$ cat config.mk
export PLATFORM = sky130hd
export DESIGN_NAME = frst_ctrl
export DESIGN_NICKNAME = d
export VERILOG_FILES = /design/src/frst_pkg.sv /design/src/frst_timer.sv /design/src/frst_ramp.sv /design/src/frst_ctrl.sv
export SDC_FILE = /design/constraint.sdc
export NUM_CORES = 2
export LEC_CHECK = 0
export BUFFER_PORTS_ARGS = -buffer_cell sky130_fd_sc_hd__buf_2
export CELL_PAD_IN_SITES_DETAIL_PLACEMENT = 1
export CELL_PAD_IN_SITES_GLOBAL_PLACEMENT = 2
export CORE_ASPECT_RATIO = 1.25
export CORE_MARGIN = 1.5
export CORE_UTILIZATION = 45
export DETAILED_ROUTE_END_ITERATION = 16
export PLACE_DENSITY = 0.87
export SYNTH_ARGS = -nofsm -noshare
export SYNTH_HDL_FRONTEND = slang
export SYNTH_HIERARCHICAL = 1
export SYNTH_SLANG_ARGS = --single-unit
$ cat constraint.sdc
create_clock -name MCLK_I -period 18.5 [get_ports MCLK_I]
set_input_delay 0.925 -clock MCLK_I [delete_from_list [all_inputs] [get_ports MCLK_I]]
set_output_delay 0.925 -clock MCLK_I [all_outputs]
set_load 0.01 [all_outputs]
$ cat src/frst_pkg.sv
package frst_pkg;
  // Clock and time base
  localparam int unsigned CLK_HZ        = 50_000_000;
  localparam int unsigned CLK_NS        = 20;
  localparam int unsigned UNIT0_MS      = 10;
  localparam int unsigned UNIT1_MS      = 100;
  localparam int unsigned UNIT2_MS      = 1000;
  localparam int unsigned UNIT0_CYC     = CLK_HZ / 1000 * UNIT0_MS;
  localparam int unsigned UNIT1_CYC     = CLK_HZ / 1000 * UNIT1_MS;
  localparam int unsigned UNIT2_CYC     = CLK_HZ / 1000 * UNIT2_MS;
  // Trip-free run time after which the retry budget is restored
  localparam int unsigned CLEAN_RUN_S   = 10;
  localparam int unsigned CLEAN_RUN_CYC = CLK_HZ * CLEAN_RUN_S;

  // Register byte offsets
  localparam logic [4:0] OFS_CTRL   = 5'h00;
  localparam logic [4:0] OFS_RETRY  = 5'h04;
  localparam logic [4:0] OFS_ACCEL  = 5'h08;
  localparam logic [4:0] OFS_DECEL  = 5'h0c;
  localparam logic [4:0] OFS_MAXF   = 5'h10;
  localparam logic [4:0] OFS_FREF   = 5'h14;
  localparam logic [4:0] OFS_STATUS = 5'h18;

  // Field positions
  localparam int unsigned CTRL_RESTART_BIT = 0;
  localparam int unsigned CTRL_SRC_LSB     = 1;
  localparam int unsigned CTRL_RAMP_BIT    = 4;
  localparam int unsigned CTRL_TSCALE_LSB  = 5;
  localparam int unsigned CTRL_SS_LSB      = 8;
  localparam int unsigned RETRY_CNT_LSB    = 0;
  localparam int unsigned RETRY_DLY_LSB    = 16;
  localparam int unsigned STAT_STATE_LSB   = 0;
  localparam int unsigned STAT_LEFT_LSB    = 4;
  localparam int unsigned STAT_FREQ_LSB    = 16;
  localparam int unsigned SS_RESTART_BIT   = 2;

  // Encodings
  localparam logic [2:0] SRC_TERM_ONE = 3'h1;
  localparam logic [2:0] SRC_TERM_TWO = 3'h2;
  localparam logic [1:0] TS_10MS      = 2'h0;
  localparam logic [1:0] TS_100MS     = 2'h1;

  // Reset values
  localparam logic [2:0]  RST_SRC       = 3'h1;
  localparam logic [1:0]  RST_TSCALE    = 2'h1;
  localparam logic [3:0]  RST_RETRY_CNT = 4'h0;
  localparam logic [15:0] RST_RETRY_DLY = 16'h000a;
  localparam logic [15:0] RST_ACCEL     = 16'h00c8;
  localparam logic [15:0] RST_DECEL     = 16'h012c;
  localparam logic [15:0] RST_MAXF      = 16'h1770;

  // Software settings
  typedef struct packed {
    logic        restart_after_reset_enable;
    logic [2:0]  command_source_select;
    logic        ramp_reference_select;
    logic [1:0]  time_scale_select;
    logic [7:0]  speed_search_options;
    logic [3:0]  retry_count_setting;
    logic [15:0] retry_delay_setting;
    logic [15:0] accel_time_setting;
    logic [15:0] decel_time_setting;
    logic [15:0] maximum_frequency_setting;
    logic [15:0] freq_ref;
  } frst_cfg_t;

  typedef enum logic [2:0] {ST_IDLE, ST_RUN, ST_TRIP, ST_DELAY, ST_SEARCH} frst_state_t;
endpackage

$ cat src/frst_timer.sv
`timescale 1ns/100ps
module frst_timer #(
  parameter int unsigned W = 48
) (
  input  wire logic         clk_i,
  input  wire logic         rstn_i,
  input  wire logic         load_i,
  input  wire logic [W-1:0] val_i,
  input  wire logic         en_i,
  output logic              done_o
);
  logic [W-1:0] cnt_q;

  // Down counter, load has priority
  always_ff @(posedge clk_i or negedge rstn_i)
  begin
    if (!rstn_i)
      cnt_q <= '0;
    else if (load_i)
      cnt_q <= val_i;
    else if (en_i && cnt_q != '0)
      cnt_q <= cnt_q - W'(1);
  end

  assign done_o = (cnt_q == '0);
endmodule

$ cat src/frst_ramp.sv
`timescale 1ns/100ps
module frst_ramp (
  input  wire logic        clk_i,
  input  wire logic        rstn_i,
  input  wire logic        delta_i,
  input  wire logic [15:0] maxf_i,
  input  wire logic [47:0] acc_cyc_i,
  input  wire logic [47:0] dec_cyc_i,
  input  wire logic [15:0] target_i,
  input  wire logic        load_i,
  input  wire logic [15:0] load_val_i,
  output logic      [15:0] freq_o
);
  logic [15:0] tgt_q;
  logic [15:0] dspan_q;
  logic [47:0] acc_q;
  logic        up;
  logic [47:0] period;
  logic [15:0] span;
  logic [47:0] acc_n;

  // Span per ramp time: full scale or the step just requested
  assign up     = target_i > freq_o;
  assign period = up ? acc_cyc_i : dec_cyc_i;
  assign span   = delta_i ? dspan_q : maxf_i;
  assign acc_n  = acc_q + 48'(span);

  // Rate accumulator, one 0.01 Hz step when it wraps the period
  always_ff @(posedge clk_i or negedge rstn_i)
  begin
    if (!rstn_i)
    begin
      freq_o  <= '0;
      tgt_q   <= '0;
      dspan_q <= '0;
      acc_q   <= '0;
    end
    else if (load_i)
    begin
      freq_o  <= load_val_i;
      tgt_q   <= target_i;
      dspan_q <= (target_i > load_val_i) ? target_i - load_val_i : load_val_i - target_i;
      acc_q   <= '0;
    end
    else if (target_i != tgt_q)
    begin
      tgt_q   <= target_i;
      dspan_q <= up ? target_i - freq_o : freq_o - target_i;
      acc_q   <= '0;
    end
    else if (target_i == freq_o)
      acc_q <= '0;
    else if (period == '0)
      freq_o <= target_i;
    else if (acc_n >= period)
    begin
      acc_q  <= acc_n - period;
      freq_o <= up ? freq_o + 16'h0001 : freq_o - 16'h0001;
    end
    else
      acc_q <= acc_n;
  end
endmodule

$ cat src/frst_ctrl.sv
// Summary of operation
// - Restart-after-reset set to 1 resumes after fault reset; 0, the default, does not.
// - Wait the retry delay, 0 to 60.0 s, default 1.0 s, before restarting.
// - Retry counter loads from setting 0..10, decrements per restart, stops at 0.
// - After a restart, no further restart until a new trip occurs.
// - Counter reloads to the setting after trip-free running for a set time.
// - Auto restart only with command source 1 or 2 (terminal modes).
// - Speed search option bit 2 makes a restarted run begin with a search.
// - Without speed search, restart from zero with the normal pattern.
// - Ramp reference 0 uses maximum frequency, 1 uses frequency change.
// - Accel time is 0 Hz to maximum frequency, range 0.0 to 600.0 s.
// - Decel time is maximum frequency down to 0 Hz.
// - Maximum mode rate is independent of target; time scales with target share.
// - Time scale 0, 1, 2 selects 0.01 s, 0.1 s, 1 s units.
// - Time scale applies to every time setting, including the retry delay.
// - Frequency-change mode ramp time covers present to next reference.
// - Changing time scale keeps the raw count, rescaling the time.
`timescale 1ns/100ps
module frst_ctrl #(
  parameter int unsigned UNIT0_CYC     = frst_pkg::UNIT0_CYC,
  parameter int unsigned UNIT1_CYC     = frst_pkg::UNIT1_CYC,
  parameter int unsigned UNIT2_CYC     = frst_pkg::UNIT2_CYC,
  parameter int unsigned CLEAN_RUN_CYC = frst_pkg::CLEAN_RUN_CYC
) (
  input  wire logic        MCLK_I,
  input  wire logic        RSTN_I,
  input  wire logic [4:0]  AVS_ADDRESS_I,
  input  wire logic        AVS_READ_I,
  input  wire logic        AVS_WRITE_I,
  input  wire logic [31:0] AVS_WRITEDATA_I,
  input  wire logic [3:0]  AVS_BYTEENABLE_I,
  output logic      [31:0] AVS_READDATA_O,
  output logic             AVS_WAITREQUEST_O,
  input  wire logic        RUN_CMD_I,
  input  wire logic        TRIP_I,
  input  wire logic        TRIP_RESET_I,
  input  wire logic        SEARCH_DONE_I,
  input  wire logic [15:0] SEARCH_FREQ_I,
  output logic             RUN_O,
  output logic             SPEED_SEARCH_O,
  output logic      [15:0] FREQ_O
);
  frst_pkg::frst_cfg_t   cfg_q;
  frst_pkg::frst_state_t state_q;
  logic [3:0]  retry_left_q;
  logic        armed_q;
  logic        run_prev_q;
  logic        bus_ack;
  logic        wr_go;
  logic [31:0] bmask;
  logic [31:0] cur_word;
  logic [31:0] new_word;
  logic [31:0] unit_cyc;
  logic [47:0] dly_cyc;
  logic [47:0] acc_cyc;
  logic [47:0] dec_cyc;
  logic [15:0] target;
  logic [15:0] ramp_freq;
  logic        ramp_load;
  logic [15:0] ramp_load_val;
  logic        dly_load;
  logic        dly_done;
  logic        clean_done;
  logic        src_term;
  logic        auto_ok;
  logic        run_rise;
  logic        dly_exit;

  // Bus handshake: one wait state, then waitrequest low for one cycle
  assign bus_ack = (AVS_READ_I || AVS_WRITE_I) && !AVS_WAITREQUEST_O;
  assign wr_go   = AVS_WRITE_I && !AVS_WAITREQUEST_O;

  always_ff @(posedge MCLK_I or negedge RSTN_I)
  begin
    if (!RSTN_I)
      AVS_WAITREQUEST_O <= 1'b1;
    else
      AVS_WAITREQUEST_O <= !((AVS_READ_I || AVS_WRITE_I) && AVS_WAITREQUEST_O);
  end

  // Register image for reads and for merging byte writes
  always_comb
  begin
    cur_word = '0;
    case (AVS_ADDRESS_I)
      frst_pkg::OFS_CTRL:
      begin
        cur_word[frst_pkg::CTRL_RESTART_BIT]        = cfg_q.restart_after_reset_enable;
        cur_word[frst_pkg::CTRL_SRC_LSB +: 3]       = cfg_q.command_source_select;
        cur_word[frst_pkg::CTRL_RAMP_BIT]           = cfg_q.ramp_reference_select;
        cur_word[frst_pkg::CTRL_TSCALE_LSB +: 2]    = cfg_q.time_scale_select;
        cur_word[frst_pkg::CTRL_SS_LSB +: 8]        = cfg_q.speed_search_options;
      end
      frst_pkg::OFS_RETRY:
      begin
        cur_word[frst_pkg::RETRY_CNT_LSB +: 4]  = cfg_q.retry_count_setting;
        cur_word[frst_pkg::RETRY_DLY_LSB +: 16] = cfg_q.retry_delay_setting;
      end
      frst_pkg::OFS_ACCEL:
        cur_word[15:0] = cfg_q.accel_time_setting;
      frst_pkg::OFS_DECEL:
        cur_word[15:0] = cfg_q.decel_time_setting;
      frst_pkg::OFS_MAXF:
        cur_word[15:0] = cfg_q.maximum_frequency_setting;
      frst_pkg::OFS_FREF:
        cur_word[15:0] = cfg_q.freq_ref;
      frst_pkg::OFS_STATUS:
      begin
        cur_word[frst_pkg::STAT_STATE_LSB +: 3] = state_q;
        cur_word[frst_pkg::STAT_LEFT_LSB +: 4]  = retry_left_q;
        cur_word[frst_pkg::STAT_FREQ_LSB +: 16] = ramp_freq;
      end
      default:
        cur_word = '0;
    endcase
  end

  assign bmask    = {{8{AVS_BYTEENABLE_I[3]}}, {8{AVS_BYTEENABLE_I[2]}},
                     {8{AVS_BYTEENABLE_I[1]}}, {8{AVS_BYTEENABLE_I[0]}}};
  assign new_word = (cur_word & ~bmask) | (AVS_WRITEDATA_I & bmask);

  // Read data captured as waitrequest drops
  always_ff @(posedge MCLK_I or negedge RSTN_I)
  begin
    if (!RSTN_I)
      AVS_READDATA_O <= '0;
    else if (AVS_READ_I && AVS_WAITREQUEST_O)
      AVS_READDATA_O <= cur_word;
  end

  // Settings written by software; raw counts kept across scale changes
  always_ff @(posedge MCLK_I or negedge RSTN_I)
  begin
    if (!RSTN_I)
    begin
      cfg_q                            <= '0;
      cfg_q.command_source_select      <= frst_pkg::RST_SRC;
      cfg_q.time_scale_select          <= frst_pkg::RST_TSCALE;
      cfg_q.retry_count_setting        <= frst_pkg::RST_RETRY_CNT;
      cfg_q.retry_delay_setting        <= frst_pkg::RST_RETRY_DLY;
      cfg_q.accel_time_setting         <= frst_pkg::RST_ACCEL;
      cfg_q.decel_time_setting         <= frst_pkg::RST_DECEL;
      cfg_q.maximum_frequency_setting  <= frst_pkg::RST_MAXF;
    end
    else if (wr_go)
    begin
      case (AVS_ADDRESS_I)
        frst_pkg::OFS_CTRL:
        begin
          cfg_q.restart_after_reset_enable <= new_word[frst_pkg::CTRL_RESTART_BIT];
          cfg_q.command_source_select      <= new_word[frst_pkg::CTRL_SRC_LSB +: 3];
          cfg_q.ramp_reference_select      <= new_word[frst_pkg::CTRL_RAMP_BIT];
          cfg_q.time_scale_select          <= new_word[frst_pkg::CTRL_TSCALE_LSB +: 2];
          cfg_q.speed_search_options       <= new_word[frst_pkg::CTRL_SS_LSB +: 8];
        end
        frst_pkg::OFS_RETRY:
        begin
          cfg_q.retry_count_setting <= new_word[frst_pkg::RETRY_CNT_LSB +: 4];
          cfg_q.retry_delay_setting <= new_word[frst_pkg::RETRY_DLY_LSB +: 16];
        end
        frst_pkg::OFS_ACCEL:
          cfg_q.accel_time_setting <= new_word[15:0];
        frst_pkg::OFS_DECEL:
          cfg_q.decel_time_setting <= new_word[15:0];
        frst_pkg::OFS_MAXF:
          cfg_q.maximum_frequency_setting <= new_word[15:0];
        frst_pkg::OFS_FREF:
          cfg_q.freq_ref <= new_word[15:0];
        default:
          cfg_q <= cfg_q;
      endcase
    end
  end

  // Time unit per scale; every time setting is raw count times unit
  always_comb
  begin
    case (cfg_q.time_scale_select)
      frst_pkg::TS_10MS:  unit_cyc = UNIT0_CYC;
      frst_pkg::TS_100MS: unit_cyc = UNIT1_CYC;
      default:            unit_cyc = UNIT2_CYC;
    endcase
  end

  assign dly_cyc = 48'(cfg_q.retry_delay_setting) * 48'(unit_cyc);
  assign acc_cyc = 48'(cfg_q.accel_time_setting) * 48'(unit_cyc);
  assign dec_cyc = 48'(cfg_q.decel_time_setting) * 48'(unit_cyc);

  // Restart qualification
  assign src_term = cfg_q.command_source_select == frst_pkg::SRC_TERM_ONE
                 || cfg_q.command_source_select == frst_pkg::SRC_TERM_TWO;
  assign auto_ok  = cfg_q.restart_after_reset_enable && src_term
                 && retry_left_q != 4'h0 && armed_q;
  assign run_rise = RUN_CMD_I && !run_prev_q;
  assign dly_exit = state_q == frst_pkg::ST_DELAY && dly_done && !TRIP_I;

  // Run command edge history
  always_ff @(posedge MCLK_I or negedge RSTN_I)
  begin
    if (!RSTN_I)
      run_prev_q <= 1'b0;
    else
      run_prev_q <= RUN_CMD_I;
  end

  // Operating sequence
  always_ff @(posedge MCLK_I or negedge RSTN_I)
  begin
    if (!RSTN_I)
      state_q <= frst_pkg::ST_IDLE;
    else if (TRIP_I)
      state_q <= frst_pkg::ST_TRIP;
    else
    begin
      case (state_q)
        frst_pkg::ST_IDLE:
          if (run_rise)
            state_q <= frst_pkg::ST_RUN;
        frst_pkg::ST_RUN:
          if (!RUN_CMD_I && ramp_freq == 16'h0000)
            state_q <= frst_pkg::ST_IDLE;
        frst_pkg::ST_TRIP:
          if (TRIP_RESET_I)
            state_q <= auto_ok ? frst_pkg::ST_DELAY : frst_pkg::ST_IDLE;
        frst_pkg::ST_DELAY:
          if (dly_done)
          begin
            if (!RUN_CMD_I)
              state_q <= frst_pkg::ST_IDLE;
            else if (cfg_q.speed_search_options[frst_pkg::SS_RESTART_BIT])
              state_q <= frst_pkg::ST_SEARCH;
            else
              state_q <= frst_pkg::ST_RUN;
          end
        frst_pkg::ST_SEARCH:
          if (SEARCH_DONE_I)
            state_q <= frst_pkg::ST_RUN;
        default:
          state_q <= frst_pkg::ST_IDLE;
      endcase
    end
  end

  // One restart per trip: armed by a trip, spent by a restart
  always_ff @(posedge MCLK_I or negedge RSTN_I)
  begin
    if (!RSTN_I)
      armed_q <= 1'b0;
    else if (TRIP_I)
      armed_q <= 1'b1;
    else if (dly_exit && RUN_CMD_I)
      armed_q <= 1'b0;
  end

  // Retry budget: decrement per restart, restore after clean running
  always_ff @(posedge MCLK_I or negedge RSTN_I)
  begin
    if (!RSTN_I)
      retry_left_q <= frst_pkg::RST_RETRY_CNT;
    else if (wr_go && AVS_ADDRESS_I == frst_pkg::OFS_RETRY)
      retry_left_q <= new_word[frst_pkg::RETRY_CNT_LSB +: 4];
    else if (dly_exit && RUN_CMD_I && retry_left_q != 4'h0)
      retry_left_q <= retry_left_q - 4'h1;
    else if (state_q == frst_pkg::ST_RUN && clean_done)
      retry_left_q <= cfg_q.retry_count_setting;
  end

  // Retry delay timer
  assign dly_load = state_q == frst_pkg::ST_TRIP && TRIP_RESET_I && !TRIP_I;

  frst_timer #(
    .W (48)
  ) u_dly (
    .clk_i  (MCLK_I),
    .rstn_i (RSTN_I),
    .load_i (dly_load),
    .val_i  (dly_cyc),
    .en_i   (state_q == frst_pkg::ST_DELAY),
    .done_o (dly_done)
  );

  // Trip-free running timer, rearmed outside normal running
  frst_timer #(
    .W (48)
  ) u_clean (
    .clk_i  (MCLK_I),
    .rstn_i (RSTN_I),
    .load_i (state_q != frst_pkg::ST_RUN),
    .val_i  (48'(CLEAN_RUN_CYC)),
    .en_i   (1'b1),
    .done_o (clean_done)
  );

  // Ramp target: reference clipped to maximum, zero when stopping
  always_comb
  begin
    if (state_q != frst_pkg::ST_RUN || !RUN_CMD_I)
      target = 16'h0000;
    else if (cfg_q.freq_ref > cfg_q.maximum_frequency_setting)
      target = cfg_q.maximum_frequency_setting;
    else
      target = cfg_q.freq_ref;
  end

  // Trip drops output at once; search result seeds the ramp
  assign ramp_load     = TRIP_I || (state_q == frst_pkg::ST_SEARCH && SEARCH_DONE_I);
  assign ramp_load_val = TRIP_I ? 16'h0000 : SEARCH_FREQ_I;

  frst_ramp u_ramp (
    .clk_i      (MCLK_I),
    .rstn_i     (RSTN_I),
    .delta_i    (cfg_q.ramp_reference_select),
    .maxf_i     (cfg_q.maximum_frequency_setting),
    .acc_cyc_i  (acc_cyc),
    .dec_cyc_i  (dec_cyc),
    .target_i   (target),
    .load_i     (ramp_load),
    .load_val_i (ramp_load_val),
    .freq_o     (ramp_freq)
  );

  assign FREQ_O = ramp_freq;

  // Status outputs
  always_ff @(posedge MCLK_I or negedge RSTN_I)
  begin
    if (!RSTN_I)
    begin
      RUN_O          <= 1'b0;
      SPEED_SEARCH_O <= 1'b0;
    end
    else
    begin
      RUN_O          <= state_q == frst_pkg::ST_RUN;
      SPEED_SEARCH_O <= state_q == frst_pkg::ST_SEARCH;
    end
  end
endmodule

### Yosys cells after proc, flatten, opt, wreduce, memory -nomap -nowiden

Index checks and enable logic that the tools add are counted.

| word-level totals | value |
|---|---|
| bits in registers | 335 |

| cells by class | value |
|---|---|
| $lt $le $gt $ge | 4 |
| equality and inequality tests | 24 |
| bitwise gates (word level) | 4 |
| mux-type cells | 48 |
| add/sub/neg operators | 11 |
| multiply operators | 3 |
| reduce and logical (&&, ||, !) cells | 51 |

Operator list:

| cell | count |
|---|---|
| $mux 48 | 10 |
| $mux 16 | 16 |
| $logic_not 48->1 | 3 |
| $mul 16x32->48 | 3 |
| $reduce_bool 48->1 | 2 |
| $sub 48x1->48 const B | 2 |
| $and 32x32->32 | 2 |
| $sub 16x16->16 | 4 |
| $pmux 26 s2 | 1 |
| $add 48x16->48 | 1 |
| $ge 48x48->1 | 1 |
| $gt 16x16->1 | 3 |
| $sub 48x48->48 | 1 |
| $pmux 8 s5 | 1 |
| $not 32->32 | 1 |
| $or 32x32->32 | 1 |
| $pmux 16 s2 | 1 |
| $mux 3 | 8 |
| $pmux 3 s7 | 1 |
| $logic_and 1x1->1 | 18 |
| $pmux 3 s6 | 1 |
| $add 16x1->16 const B | 1 |
| $eq 16x16->1 | 1 |
| $logic_not 16->1 | 1 |
| 31 further kinds | 61 |

### Depth between registers and ports, before layout

| logic depth | value |
|---|---|
| depth after elaboration | 11 |
| depth in mapped cells | 41 |
| gate-level depth less buffers | 36 |

### Modules after synthesis

The synthesis kept the hierarchy.

Modules (own cells, without submodules):

| module | instances | area an instance (um^2) | sequential area each (um^2) | cells an instance |
|---|---|---|---|---|
| frst_ctrl | 1 | 35526.6 | 3602.2 | 3884 |
| frst_ramp | 1 | 13161.4 | 2402.3 | 1687 |
| frst_timer at u_clean | 1 | 3173.0 | 1201.2 | 372 |
| frst_timer at u_dly | 1 | 3045.4 | 1201.2 | 345 |

### Worst setup path before layout

No wires, ideal clock.

| timing | value |
|---|---|
| kind | register to register |
| start point | register cfg_q[92] (netlist name) |
| end point | register u_ramp.acc_q[27] |
| data arrival time | 9.194 ns |
| slack | 9.174 ns |
| clock period less this slack | 9.326 ns |
| buffers on the path | 7 |
| stages on the path, launching flop included | 41 |
| library setup time | 0.132 ns |
| cell sequence | dfstp_2 > clkbuf_1 > or2_2 > clkbuf_1 > clkbuf_1 > nand2_1 > fa_1 > inv_1 > fa_1 > fa_1 > inv_1 > fa_1 > inv_1 > fa_1 > inv_1 > fa_1 > inv_1 > ha_1 > (+5 left out) > a31oi_1 > nor2b_1 > o31ai_1 > xor2_1 > mux2i_1 > ha_1 > clkbuf_1 > and3_1 > nand2_1 > nor2_1 > and3_1 > o2111ai_1 > o211ai_1 > clkbuf_1 > clkbuf_1 > nor3_1 > a222oi_1 > nor2_1 |

| between the ends | value |
|---|---|
| word-level cells in the longest chain between the ends | 10 |

RTL lines:

| what | line | RTL |
|---|---|---|
| start, declared | frst_ctrl.sv:43 | `frst_pkg::frst_cfg_t cfg_q;` |
| start signal, assigned | frst_ctrl.sv:170 | `cfg_q <= cfg_q;` |
| $eq 2x1->1 / $logic_not 2->1 (equally long branches) | frst_ctrl.sv:178 | `case (cfg_q.time_scale_select)` |
| $pmux 26 s2 (*) | frst_ctrl.sv:178 |  |
| $mul 16x32->48 (*) | frst_ctrl.sv:186 | `assign acc_cyc = 48'(cfg_q.accel_time_setting) * 48'(unit_cyc);` |
| net acc_cyc[41] | frst_ctrl.sv:55 | `logic [47:0] acc_cyc;` |
| $mux 48 (*) | frst_ramp.sv:24 | `assign period = up ? acc_cyc_i : dec_cyc_i;` |
| $ge 48x48->1 | frst_ramp.sv:55 | `else if (acc_n >= period)` |
| $mux 48 | frst_ramp.sv:55 |  |
| $mux 48 | frst_ramp.sv:53 | `else if (period == '0)` |
| $mux 48 | frst_ramp.sv:51 | `else if (target_i == freq_o)` |
| $mux 48 | frst_ramp.sv:45 | `else if (target_i != tgt_q)` |
| $mux 48 | frst_ramp.sv:38 | `else if (load_i)` |
| end signal, assigned | frst_ramp.sv:57 | `acc_q <= acc_n - period;` |
| end signal, assigned | frst_ramp.sv:61 | `acc_q <= acc_n;` |
| end, declared | frst_ramp.sv:16 | `logic [47:0] acc_q;` |

Mark *: on every way through the listed nets, which the timed path passes. The rest lies on a longest branch. The select of a mux whose other input is x is not followed.
A chain may end at the register's enable or synchronous reset.

### Final worst setup path

| timing | value |
|---|---|
| start point | register cfg_q[93] (netlist name) |
| end point | register u_ramp.freq_o[14] |

| between the ends | value |
|---|---|
| word-level cells in the longest chain between the ends | 9 |

RTL lines:

| what | line | RTL |
|---|---|---|
| $eq 2x1->1 / $logic_not 2->1 (equally long branches) | frst_ctrl.sv:178 |  |
| $pmux 26 s2 (*) | frst_ctrl.sv:178 |  |
| $mul 16x32->48 (*) | frst_ctrl.sv:187 | `assign dec_cyc = 48'(cfg_q.decel_time_setting) * 48'(unit_cyc);` |
| net dec_cyc[41] | frst_ctrl.sv:56 | `logic [47:0] dec_cyc;` |
| $mux 48 (*) | frst_ramp.sv:24 |  |
| parallel branches: the longest is 5 deep, another holds $ge 48x48->1 | - |  |
| end signal, assigned | frst_ramp.sv:40 | `freq_o <= load_val_i;` |
| end signal, assigned | frst_ramp.sv:54 | `freq_o <= target_i;` |
| end signal, assigned | frst_ramp.sv:58 | `freq_o <= up ? freq_o + 16'h0001 : freq_o - 16'h0001;` |
| end, declared | frst_ramp.sv:12 | `output logic [15:0] freq_o` |

Mark *: on every way through the listed nets, which the timed path passes. The select of a mux whose other input is x is not followed.

==> flow_summary.json <==
{
  "r2r_end": "u_ramp/freq_o[14]",
  "setup_ws_ns": 6.85,
  "cp.required_ns": 19.01,
  "postRouteAntennaNets": 0,
  "syn_area_per_cell_um2": 8.73,
  "core_um2": 121000,
  "numCtsBuffers": 45,
  "ioPinCount": 116,
  "dp_hpwl_um": 169000,
  "cts_tree": "done",
  "cts.sinks": 335,
  "p_comb_frac": 0.645,
  "die_area_um2": 124000,
  "clock_skew_ns": 0.0368,
  "rr_startpoint": "cfg_q[93]",
  "p_leak_nw": 30.6,
  "slew_viol_final": 0,
  "drtIter0Drc": 2890,
  "start_util": 0.453,
  "overflow": 0,
  "cp-start-kind": "register",
  "cp_top_family": "adder cells",
  "vias": 46300,
  "synthSimpleGateAreaFrac": 0.150,
  "nets": 7701,
  "p_clk_frac": 0.169,
  "drc": 0,
  "timing.setup.tns_ns": 0,
  "yosysUniqueCellTypes": 116,
  "rsz0062_at_grt": "no",
  "status": "completed",
  "grt_max_degree": 142,
  "synth-edff-count": 0,
  "syn_inst": 6288,
  "layout-drive-gt1-share": 0.0638,
  "finalCriticalPeriod_ns": 11.65,
  "ctsHoldBuffers": 0,
  "die_y_um": 394,
  "crit_top_cell": "fa_1",
  "grt_usage": 0.325,
  "seqPwrFrac": 0.186,
  "reg2reg_depth": 37,
  "async_flop_share": 1.00,
  "grt_pass1_wl_um": 308000,
  "setup_violations": 0,
  "p_per_area_nw_per_um2": 96.7,
  "synth_top_family_by_area": "adder cells",
  "io_buffers": 115,
  "cts.clk_slew.worst_paths_ns": 0.07,
  "cts-resized-gates": 0,
  "cp_num_buf_inv": 8,
  "critPathCapture": "u_ramp/freq_o[14]",
  "synth_fa_ha_area_frac": 0.386,
  "synth_compound_area_frac": 0.141,
  "cp_slowest_cell": "dfrtp_2",
  "slew_headroom": 0.0899,
  "yosys.area_share.xor_xnor": 0.0445,
  "p_sw_mw": 2.94,
  "num_rows": 143,
  "fmax_mhz": 85.8,
  "viasPerCell": 5.80,
  "ctsHtreeMaxLevel": 2,
  "wl_per_cell_um": 25.0,
  "worst-setup-path-type": "register to register",
  "critPathLaunch": "cfg_q[93]",
  "ir_drop_mv": 0.0971,
  "netlist_area_um2": 54900,
  "post-cts-setup-buffers": 0,
  "p_int_mw": 2.76,
  "synth_mux_area_frac": 0.0291,
  "antenna_found_initial": 9,
  "wirelength_um": 200000,
  "gp_congestion": 0.989,
  "synth_top_flop_cell": "dfrtp_1",
  "switching_share": 0.516,
  "regToRegSetupSlack_ns": 6.85,
  "crit_cells": 37,
  "crit_fanout": 53,
  "root_buffer": "clkbuf_16",
  "cts.path.max_buffers": 3,
  "fin_crit_sh": 0.630,
  "dpl_worst_slack_ns": 7.11,
  "drv_cap": 0,
  "finalHoldViolations": 0,
  "grt_pass1_vias": 50900,
  "dieWidth_um": 315,
  "setup.worst_path.end_class": "register",
  "clkLatencyLatePin_ns": 0.67,
  "tightest_slew_ns": 1.35,
  "max_stage_delay_ns": 0.67,
  "ys_seq_area_frac": 0.153,
  "syn2layout_area_growth_pct": 7.39,
  "ys_ff_latch": 335,
  "ys_warn_count": 6,
  "first_pass_iters": 6,
  "arrival_ns": 12.17,
  "min_path_type": "primary input to asynchronous set/reset pin"
}
cell usage in the layout, fill, tap and decap left out, drive strengths merged, types with 15 or more instances in the layout:
master  Yosys  routed
nand4      63      63
nand2     590     590
mux2       50      50
ha        583     583
or3        36      36
o21bai     30      30
a31oi      78      78
o211ai     32      32
or4        31      31
nor3       78      78
nand3     141     141
a22oi      56      56
nand4b     15      15
buf        54     180
a21o      106     106
nor2b      78      78
xor2      109     109
nand2b     59      59
dfrtp     316     316
a211oi     36      36
a21boi     26      26
xnor2     170     170
nor4       81      81
a21oi     285     285
and2       58      58
nor2      308     308
and3       46      46
or2        19      19
inv      1112    1116
clkbuf    199      59
o21ai     344     344
fa        695     695
conb        2      98
dfstp      19      19
o41ai      19      19
o21a       27      27
o31ai      28      28
o22ai      15      15
mux2i     101     101
cell type report:
type | instances | area, um^2
Timing Repair Buffer | 180 | 1090
Inverter | 1115 | 4190
Clock inverter | 21 | 317
Clock buffer | 59 | 1280
Tap cell | 1595 | 2000
Multi-Input combinational cell | 4681 | 41700
Antenna cell | 1 | 2.50
Sequential cell | 335 | 8410
Fill cell | 14300 | 62300
registers in the layout (all words and copies together) (netlist names):
signal	count
SPEED_SEARCH_O	1
state_q	3
AVS_WAITREQUEST_O	1
AVS_READDATA_O	32
retry_left_q	4
u_clean/cnt_q	48
u_dly/cnt_q	48
RUN_O	1
cfg_q	99
run_prev_q	1
u_ramp/tgt_q	16
u_ramp/acc_q	48
u_ramp/dspan_q	16
u_ramp/freq_o	16
armed_q	1
cells by family (layout without fill, tap and decap cells):
| logic type | Yosys count | count (layout) |
|---|---|---|
| buf+inv | 1368 | 1375 |
| flops | 335 | 335 |
| mux | 152 | 152 |
| xor+xnor | 279 | 279 |
| compound gates | 1212 | 1212 |
| simple gates | 1662 | 1662 |
| other cells | 2 | 99 |
| fa+ha+maj | 1278 | 1278 |
power by group through the flow:
| stage | Sequential, mW | Combinational (mW) | Clock, mW |
|---|---|---|---|
| final | 1.06 | 3.68 | 0.964 |
| after global routing | 1.07 | 4.03 | 1.01 |
| after CTS | 1.05 | 3.65 | 0.980 |
| after detailed placement | 1.06 | 3.61 | 0 |
| after global placement | 1.06 | 3.55 | 0 |
| after floorplan | 0.976 | 2.51 | 0 |
routing by layer:
| layer | global-route usage | part of all wire | routed length [um] |
|---|---|---|---|
| met4 | 0.165 | 0.059 | 11900 |
| met3 | 0.0471 | 0.047 | 9340 |
| met1 | 0.395 | 0.40 | 79000 |
| met2 | 0.557 | 0.50 | 99400 |
| met5 | 0 | 0.00045 | 89 |
cell usage after synthesis, types with 27 or more instances:
library cell,instances,area [um^2]
fa_1,695,13900
a21o_1,106,796
xor2_1,109,955
mux2_2,50,563
clkbuf_1,196,736
nor3_1,76,380
nand2b_1,59,369
mux2i_1,101,1010
inv_1,1110,4170
a22oi_1,56,420
o21ai_0,332,1660
a31oi_1,77,482
nor2_1,307,1150
a211oi_1,34,255
nor2b_1,78,488
nand2_1,589,2210
o21bai_1,30,225
and2_1,55,344
nand4_1,60,375
o21a_1,27,203
nand3_1,141,706
o211ai_1,31,233
and3_1,45,282
or3_1,35,219
dfrtp_1,316,7910
nor4_1,73,457
o31ai_1,27,203
xnor2_1,170,1490
a21oi_1,284,1420
ha_1,583,7290
through the flow:
stage	hold slack [ns]	util	area [um^2]	total power, mW	std cells
final	0.221	0.486	59000	5.70	7987
after global routing	0.222	0.486	59000	6.11	7986
after CTS	0.209	0.486	59000	5.69	7986
after detailed placement	0.465	0.473	57400	4.67	7906
after global placement	0.460	0.473	57400	4.61	7906
after floorplan	0.450	-	55300	3.49	6384
worst min-delay path by stage:
stage / to / cells past startpoint
after detailed placement: AVS_READDATA_O[18] / 2
after floorplan: cfg_q[84] / 2
final: u_dly/cnt_q[14] / 1
after global placement: AVS_READDATA_O[18] / 2
after CTS: u_dly/cnt_q[3] / 1
after global routing: u_dly/cnt_q[14] / 1
No activity file was read; power rests on OpenSTA's default activity.
